--- config.mk ---
export PLATFORM = sky130hd
export DESIGN_NAME = monitor_irq_mask_and_temp_mode
export DESIGN_NICKNAME = d
export VERILOG_FILES = /design/src/monitor_pkg.sv /design/src/monitor_irq_mask_and_temp_mode.sv /design/src/serial_reg_port.sv
export VERILOG_INCLUDE_DIRS = /design/src
export SDC_FILE = /design/constraint.sdc
export NUM_CORES = 1
export LEC_CHECK = 0
export BUFFER_PORTS_ARGS = -buffer_cell sky130_fd_sc_hd__buf_2
export CORE_MARGIN = 5
export CORE_UTILIZATION = 61
export CTS_CLUSTER_DIAMETER = 40
export CTS_CLUSTER_SIZE = 10
export DETAILED_ROUTE_END_ITERATION = 8
export GPL_ROUTABILITY_DRIVEN = 0
export PLACE_DENSITY = 0.81
export SETUP_SLACK_MARGIN = 0.02
export SKIP_LAST_GASP = 1
export SLEW_MARGIN = 20
export SYNTH_ARGS = -nofsm -noshare
export SYNTH_HDL_FRONTEND = slang
export SYNTH_HIERARCHICAL = 1
export SYNTH_SLANG_ARGS = --single-unit
--- constraint.sdc ---
create_clock -name clk_sys -period 2.2 [get_ports clk_sys]
set_clock_uncertainty 0.1 [all_clocks]
set_input_delay 0 -clock clk_sys [delete_from_list [all_inputs] [get_ports clk_sys]]
set_output_delay 0 -clock clk_sys [all_outputs]
set_load 0.02 [all_outputs]
--- src/monitor_defines.svh ---
// Constants for the monitor interrupt block: register offsets, field
// positions, reset values and the serial slave address.
// Assumes inclusion by bare name from every file that needs them.
`ifndef MONITOR_DEFINES_SVH
`define MONITOR_DEFINES_SVH

// Register pointer values on the serial bus.
`define REG_IRQ_STATUS_SECOND 8'h02
`define REG_IRQ_MASK_SECOND 8'h04

// Reset values.
`define IRQ_MASK_SECOND_RST 8'h00
`define IRQ_STATUS_SECOND_RST 6'h00

// Status and mask bit positions.
`define BIT_HOT_TEMP 0
`define BIT_BOARD_TEMP_INPUT 1
`define BIT_TACH_CHANNEL_A 2
`define BIT_TACH_CHANNEL_B 3
`define BIT_CHASSIS_INTRUSION 4
`define BIT_OVERTEMP_SHUTDOWN 5
`define BIT_MODE_FIRST 6
`define NUM_FLAGS 6

// Seven-bit serial slave address of the device.
`define SLAVE_ADDR 7'h2D

// Bits per serial byte, counted before the acknowledge slot.
`define BITS_PER_BYTE 4'h8

`endif

--- src/monitor_pkg.sv ---
// Types shared by the monitor interrupt block.
// Assumes nothing beyond a SystemVerilog compiler.
package monitor_pkg;

	// Serial slave sequencing states.
	typedef enum logic [3:0] {
		SER_IDLE,
		SER_ADDR,
		SER_ADDR_ACK,
		SER_PTR,
		SER_PTR_ACK,
		SER_WDATA,
		SER_WDATA_ACK,
		SER_RDATA,
		SER_RDATA_ACK
	} ser_state_t;

endpackage

--- src/monitor_irq_mask_and_temp_mode.sv ---
// Second interrupt mask and status registers of a hardware monitor, with
// the two temperature interrupt modes and the interrupt output.
// Assumes all inputs synchronous to clk_sys; conv_done pulses once per
// completed conversion with the temperature compare levels valid.
`timescale 1ns/1ps
`include "monitor_defines.svh"

module monitor_irq_mask_and_temp_mode (
	// Clock and reset.
	input wire logic clk_sys,
	input wire logic rst_n,
	// Serial bus pins.
	input wire logic scl_in,
	input wire logic sda_in,
	output logic sda_out,
	output logic sda_oe,
	// Conversion results, index 0 hot limit, index 1 shutdown limit.
	input wire logic conv_done,
	input wire logic [1:0] temp_above_hot,
	input wire logic [1:0] temp_below_hyst,
	// Other fault sources, high while the fault is present.
	input wire logic board_temp_input,
	input wire logic tach_channel_a,
	input wire logic tach_channel_b,
	input wire logic chassis_intrusion,
	// Interrupt output, active low.
	output logic irq_n
);

	logic [7:0] irq_mask_second_r;
	logic [5:0] status_r;
	logic [5:0] status_nxt;
	logic [1:0] temp_high_r;
	logic [5:0] set_v;
	logic [7:0] reg_ptr;
	logic [7:0] wr_data;
	logic wr_stb;
	logic rd_stb;
	logic sda_oe_int;

	// Register decode and read data.
	wire ptr_status = (reg_ptr == `REG_IRQ_STATUS_SECOND);
	wire ptr_mask = (reg_ptr == `REG_IRQ_MASK_SECOND);
	wire mask_wr = wr_stb & ptr_mask;
	wire status_rd = rd_stb & ptr_status;
	wire [5:0] unmasked = status_r & ~irq_mask_second_r[5:0];
	wire [7:0] rd_data = ptr_status ? {2'b00, status_r}
		: ptr_mask ? irq_mask_second_r : 8'h00;

	serial_reg_port u_port (
		.clk_sys(clk_sys),
		.rst_n(rst_n),
		.scl_in(scl_in),
		.sda_in(sda_in),
		.sda_oe(sda_oe_int),
		.reg_ptr(reg_ptr),
		.wr_data(wr_data),
		.wr_stb(wr_stb),
		.rd_stb(rd_stb),
		.rd_data(rd_data)
	);

	// Plain fault sources set their flag whenever present.
	assign set_v[`BIT_BOARD_TEMP_INPUT] = board_temp_input;
	assign set_v[`BIT_TACH_CHANNEL_A] = tach_channel_a;
	assign set_v[`BIT_TACH_CHANNEL_B] = tach_channel_b;
	assign set_v[`BIT_CHASSIS_INTRUSION] = chassis_intrusion;

	// One temperature channel per limit; both share the same mode logic.
	for (genvar c = 0; c < 2; c++) begin : g_temp
		localparam int B = (c == 0) ? `BIT_HOT_TEMP : `BIT_OVERTEMP_SHUTDOWN;
		wire one_time = irq_mask_second_r[`BIT_MODE_FIRST + c];
		wire hot = temp_above_hot[c];
		wire cool = temp_below_hyst[c];
		wire hi = temp_high_r[c];
		wire set_default = hot | (hi & ~cool);
		wire set_once = (~hi & hot) | (hi & cool);
		assign set_v[B] = conv_done & (one_time ? set_once : set_default);

		// The high state holds from the hot crossing to the hysteresis fall.
		always_ff @(posedge clk_sys) begin
			if (!rst_n) begin
				temp_high_r[c] <= 1'b0;
			end else if (conv_done) begin
				temp_high_r[c] <= hot | (hi & ~cool);
			end
		end
	end

	// read clears
	// A new event in the reading cycle wins over the clear; one in the cycle before it is cleared unread.
	assign status_nxt = (status_r & ~{`NUM_FLAGS{status_rd}}) | set_v;

	// power-on clear
	// Mask and status registers.
	always_ff @(posedge clk_sys) begin
		if (!rst_n) begin
			irq_mask_second_r <= `IRQ_MASK_SECOND_RST;
			status_r <= `IRQ_STATUS_SECOND_RST;
		end else begin
			status_r <= status_nxt;
			if (mask_wr) begin
				irq_mask_second_r <= wr_data;
			end
		end
	end

	// masked interrupt
	// Outputs are registered; the data line is only ever pulled low.
	always_ff @(posedge clk_sys) begin
		if (!rst_n) begin
			irq_n <= 1'b1;
			sda_out <= 1'b0;
			sda_oe <= 1'b0;
		end else begin
			irq_n <= ~(|unmasked);
			sda_out <= 1'b0;
			sda_oe <= sda_oe_int;
		end
	end
endmodule

--- src/serial_reg_port.sv ---
// Two-wire serial slave that turns bus traffic into register strobes.
// Assumes scl and sda inputs are already synchronous to clk_sys.
`timescale 1ns/1ps
`include "monitor_defines.svh"

module serial_reg_port (
	// Clock and reset.
	input wire logic clk_sys,
	input wire logic rst_n,
	// Serial pins.
	input wire logic scl_in,
	input wire logic sda_in,
	output logic sda_oe,
	// Register side.
	output logic [7:0] reg_ptr,
	output logic [7:0] wr_data,
	output logic wr_stb,
	output logic rd_stb,
	input wire logic [7:0] rd_data
);

	monitor_pkg::ser_state_t state_r;
	logic scl_q;
	logic sda_q;
	logic [7:0] shift_r;
	logic [3:0] cnt_r;
	logic rw_r;
	logic mack_r;

	// Bus events are seen as edges between successive samples.
	wire scl_rise = scl_in & ~scl_q;
	wire scl_fall = ~scl_in & scl_q;
	wire start_cond = scl_in & scl_q & sda_q & ~sda_in;
	wire stop_cond = scl_in & scl_q & ~sda_q & sda_in;
	wire byte_done = (cnt_r == `BITS_PER_BYTE);
	wire addr_hit = (shift_r[7:1] == `SLAVE_ADDR);
	wire [2:0] tx_idx = 3'h7 - cnt_r[2:0];

	// Pin history for edge detection.
	always_ff @(posedge clk_sys) begin
		if (!rst_n) begin
			scl_q <= 1'b1;
			sda_q <= 1'b1;
		end else begin
			scl_q <= scl_in;
			sda_q <= sda_in;
		end
	end

	// Slave sequencer; SDA changes only while SCL is low.
	always_ff @(posedge clk_sys) begin
		wr_stb <= 1'b0;
		rd_stb <= 1'b0;
		if (!rst_n) begin
			state_r <= monitor_pkg::SER_IDLE;
			shift_r <= 8'h00;
			cnt_r <= 4'h0;
			rw_r <= 1'b0;
			mack_r <= 1'b0;
			sda_oe <= 1'b0;
			reg_ptr <= 8'h00;
			wr_data <= 8'h00;
		end else if (start_cond) begin
			state_r <= monitor_pkg::SER_ADDR;
			cnt_r <= 4'h0;
			sda_oe <= 1'b0;
		end else if (stop_cond) begin
			state_r <= monitor_pkg::SER_IDLE;
			sda_oe <= 1'b0;
		end else begin
			case (state_r)
			monitor_pkg::SER_ADDR,
			monitor_pkg::SER_PTR,
			monitor_pkg::SER_WDATA: begin
				if (scl_rise) begin
					shift_r <= {shift_r[6:0], sda_in};
					cnt_r <= cnt_r + 4'h1;
				end else if (scl_fall && byte_done) begin
					sda_oe <= 1'b1;
					if (state_r == monitor_pkg::SER_ADDR) begin
						rw_r <= shift_r[0];
						sda_oe <= addr_hit;
						state_r <= addr_hit ? monitor_pkg::SER_ADDR_ACK
							: monitor_pkg::SER_IDLE;
					end else if (state_r == monitor_pkg::SER_PTR) begin
						reg_ptr <= shift_r;
						state_r <= monitor_pkg::SER_PTR_ACK;
					end else begin
						wr_data <= shift_r;
						wr_stb <= 1'b1;
						state_r <= monitor_pkg::SER_WDATA_ACK;
					end
				end
			end
			monitor_pkg::SER_ADDR_ACK,
			monitor_pkg::SER_PTR_ACK,
			monitor_pkg::SER_WDATA_ACK: begin
				if (scl_fall) begin
					cnt_r <= 4'h0;
					sda_oe <= 1'b0;
					if (state_r == monitor_pkg::SER_ADDR_ACK && rw_r) begin
						shift_r <= rd_data;
						rd_stb <= 1'b1;
						sda_oe <= ~rd_data[7];
						state_r <= monitor_pkg::SER_RDATA;
					end else if (state_r == monitor_pkg::SER_ADDR_ACK) begin
						state_r <= monitor_pkg::SER_PTR;
					end else begin
						state_r <= monitor_pkg::SER_WDATA;
					end
				end
			end
			monitor_pkg::SER_RDATA: begin
				if (scl_rise) begin
					cnt_r <= cnt_r + 4'h1;
				end else if (scl_fall && byte_done) begin
					sda_oe <= 1'b0;
					state_r <= monitor_pkg::SER_RDATA_ACK;
				end else if (scl_fall) begin
					sda_oe <= ~shift_r[tx_idx];
				end
			end
			monitor_pkg::SER_RDATA_ACK: begin
				// The same pointer is re-read while the master acknowledges.
				if (scl_rise) begin
					mack_r <= ~sda_in;
				end else if (scl_fall && mack_r) begin
					cnt_r <= 4'h0;
					shift_r <= rd_data;
					rd_stb <= 1'b1;
					sda_oe <= ~rd_data[7];
					state_r <= monitor_pkg::SER_RDATA;
				end else if (scl_fall) begin
					state_r <= monitor_pkg::SER_IDLE;
				end
			end
			default: begin
				state_r <= monitor_pkg::SER_IDLE;
			end
			endcase
		end
	end

endmodule

==> impl_results.md <==
* Endpoints failing hold at 0
* Relative slew margins at about three fifths
* Setup violators final at 0
* N_diodes at 0
* Crit Path Category: reg2reg
* CP endpoint kind: register
* Largest net degree at the start of global routing at 34
* Clock Path Buffers at 2
* FFs w/ async S/R, synth at 0%
* Core Box Area at between 0.004 and 0.005 mm^2
* Area delta synth->final at 16.8%
* Synth area leaders: dfxtp_1 37%, mux2i_1 11%, nand2_1 7.1%
* Seq/Total Area, Yosys at 37.4%
* Top cell type's share of synthesized area at 37.4%
* Critical Path Source Type: register
* Vias at 2667
* Status: completed
* Most area-hungry cell type in the Yosys netlist: dfxtp_1
* #FFs+latches synth at 57
* P_sw at just under 1 mW
* Post-route DRC at 0
* Clock slew at reported path FFs at 70 ps
* Setup ws final at 100 ps
* Library cells used by synthesis at between 60 and 70
* Internal power at 2.30 mW
* # IOs at 16
* HPWL Detailed at 4840 um
* Number of warning messages in the yosys log at 6
* Wire per inst at 16.7 um
* Die Ht at 80.7 um
* Sequential Power Share at 35.3%
* Avg Inst Size Synth at 8.81 um^2
* Global-route wire length before repair at 12500 um
* Vias in the first global route at about 2500
* Port bufs at 14
* Static leakage at 1.38 nW
* Maxcap violations at 0
* Die area at 0.00651 mm^2
* Fill cells at 328
* Number of buffers created by CTS at 9
* Number of flops mapped to enable cells by yosys at 0
* CTS H-tree depth at 3
* Most frequent cells in the layout: 58 x nand2_1, 57 x dfxtp_1, 35 x nor2_1, 34 x mux2i_1, 16 x dlygate4sd3_1
* Setup_tns at 0 ps
* Clk_lat worst skew at around 340 ps
* Area of the multi-input gates at roughly 0.0017 mm^2
* Syn Std Cell Area at between 0.003 and 0.004 mm^2
* Peak Freq at 476 MHz
* Final WL at 7500 um
* Most common cell after layout, fill and taps aside: nand2_1
* Combinational share of power at approximately 27%
* Vias/cell at 5.94
* FP Rows at 25
* Initial Util at between 60% and 70%
* Final Net Count at about 390
* Clock Power Share at 37.6%
* Initial DRC Count at 293
* Worst vdd ir at 0.561 mV
* Clock sinks at 57
* Fin crit share at 95.4%
* Critical Path AT at 2230 ps
* CTS tree: done
* RSZ-0062 raised after global routing: false
* Seq. cell area at roughly 0.0011 mm^2
* Power per cell area at 924 mW/mm^2
* Post-CTS Setup Repair Bufs at 0
* Req. time, crit path at 2330 ps
* Fin crit period at 2100 ps
* Post-Synthesis Cells at 346
* Syn nets at 361
* Pre-CTS setup slack at 183 ps
* Min-delay worst type: in2reg
* Crit-path max FO at 4
* Initial antenna violation count at 0
* Overall global routing resource usage at 25.6%
* Final Max Slew Viols at 0
* Antenna viol nets, final at 0
* Share of post-route cells with drive strength above 1 at between 15 and 20%
* Drt first pass iters at 5
* Die X at about 81 um
* Grt ovf at 0
* Synth Flop Type: dfxtp_1
* Sw frac at 30.1%
* Root Buffer: clkbuf_8
* Slew of the pin with the lowest slew margin at 603 ps
cells in the mapped netlist (all sizes together) (3+ instances only):
master and number:
nor3b 3, a211oi 7, or2 3, o22ai 6, nand2b 7, nor2 35
clkbuf 9, a22oi 8, buf 11, nor3 3, nor2b 7, o21ai 9
a21oi 13, nand2 58, mux2i 34, and3 5, mux2 8, inv 11
dfxtp 57, o31ai 3, a31oi 5
critical path, stage by stage, from the launching register on:
cell and delay (ps):
dfxtp_1 330, nand2b_1 160, a21oi_2 160, dlygate4sd3_1 590
o22ai_1 80, dlygate4sd3_1 560
worst paths after layout:
check                                           from                   end  slack [ps]  depth (start not counted)
worst min register to register     u_port/wr_data[3]  irq_mask_second_r[3]         360                          2
worst min-delay path                          scl_in         u_port/rd_stb          60                          3
worst max register to register  irq_mask_second_r[6]           status_r[0]         100                          5
worst max-delay path            irq_mask_second_r[6]           status_r[0]         100                          5
logic make-up after synthesis:
family / count (synthesis) / synth area share [%]
AO/OA/AOI/OAI: 67 / 15.9
multiplexers: 44 / 15.6
XOR/XNOR: 1 / 0.287
other: 1 / 0.123
flip-flops: 57 / 37.4
buffers and inverters: 33 / 6.20
adder cells (fa/ha/maj): 2 / 0.821
AND/OR/NAND/NOR: 141 / 23.7
stage by stage:
stage	util [%]	instances	hold WS [ps]	power [mW]	area (um^2)
floorplan	-	346	1.47	1.87	3050
global placement	65.6	417	91.1	1.99	3140
detailed placement	65.6	417	103	2.01	3140
CTS	74.3	449	25.0	3.27	3560
global route	74.4	449	82.3	3.45	3560
finish	74.4	449	57.2	3.29	3560
power by group through the flow:
stage / Clock, mW / Sequential (mW) / Combinational [mW]
2_1_floorplan: 0 / 1.14 / 0.731
3_3_place_gp: 0 / 1.18 / 0.818
3_5_place_dp: 0 / 1.18 / 0.832
4_1_cts: 1.25 / 1.16 / 0.865
5_1_grt: 1.31 / 1.17 / 0.970
6_report: 1.24 / 1.16 / 0.892
sequential cells by signal, indices dropped and copies added (netlist names), 2 cells and up:
signal             cells
irq_mask_second_r      8
u_port/reg_ptr         8
u_port/shift_r         8
u_port/wr_data         8
status_r               6
u_port/cnt_r           4
u_port/state_r         4
g_temp.hi              2
timing repair:
item                                    in CTS  in global routing
hold endpoints to repair                    16                  0
gates resized for setup                      0                  2
hold buffers                                16                  0
endpoints found under the setup margin       0                  2
layout make-up:
type                    instances  share of cell area (%)
flip-flops and latches         57                    32.0
clock buffers                  12                    4.36
inverters                      12                    1.26
well taps                      67                    2.35
clock inverters                 4                    2.78
repair buffers                 41                    8.78
multi-input cells             256                    48.4
routing by layer:
metal  vias to the layer above  global-route usage, %  routed length (um)
li1                       1283                      -                   -
met1                      1284                   33.5                3480
met2                        89                   39.6                3500
met3                        11                   6.50                 401
met4                         0                   11.7                 119
met5                         -                      0                   0
Note: power is estimated with default switching activity, not from simulation.
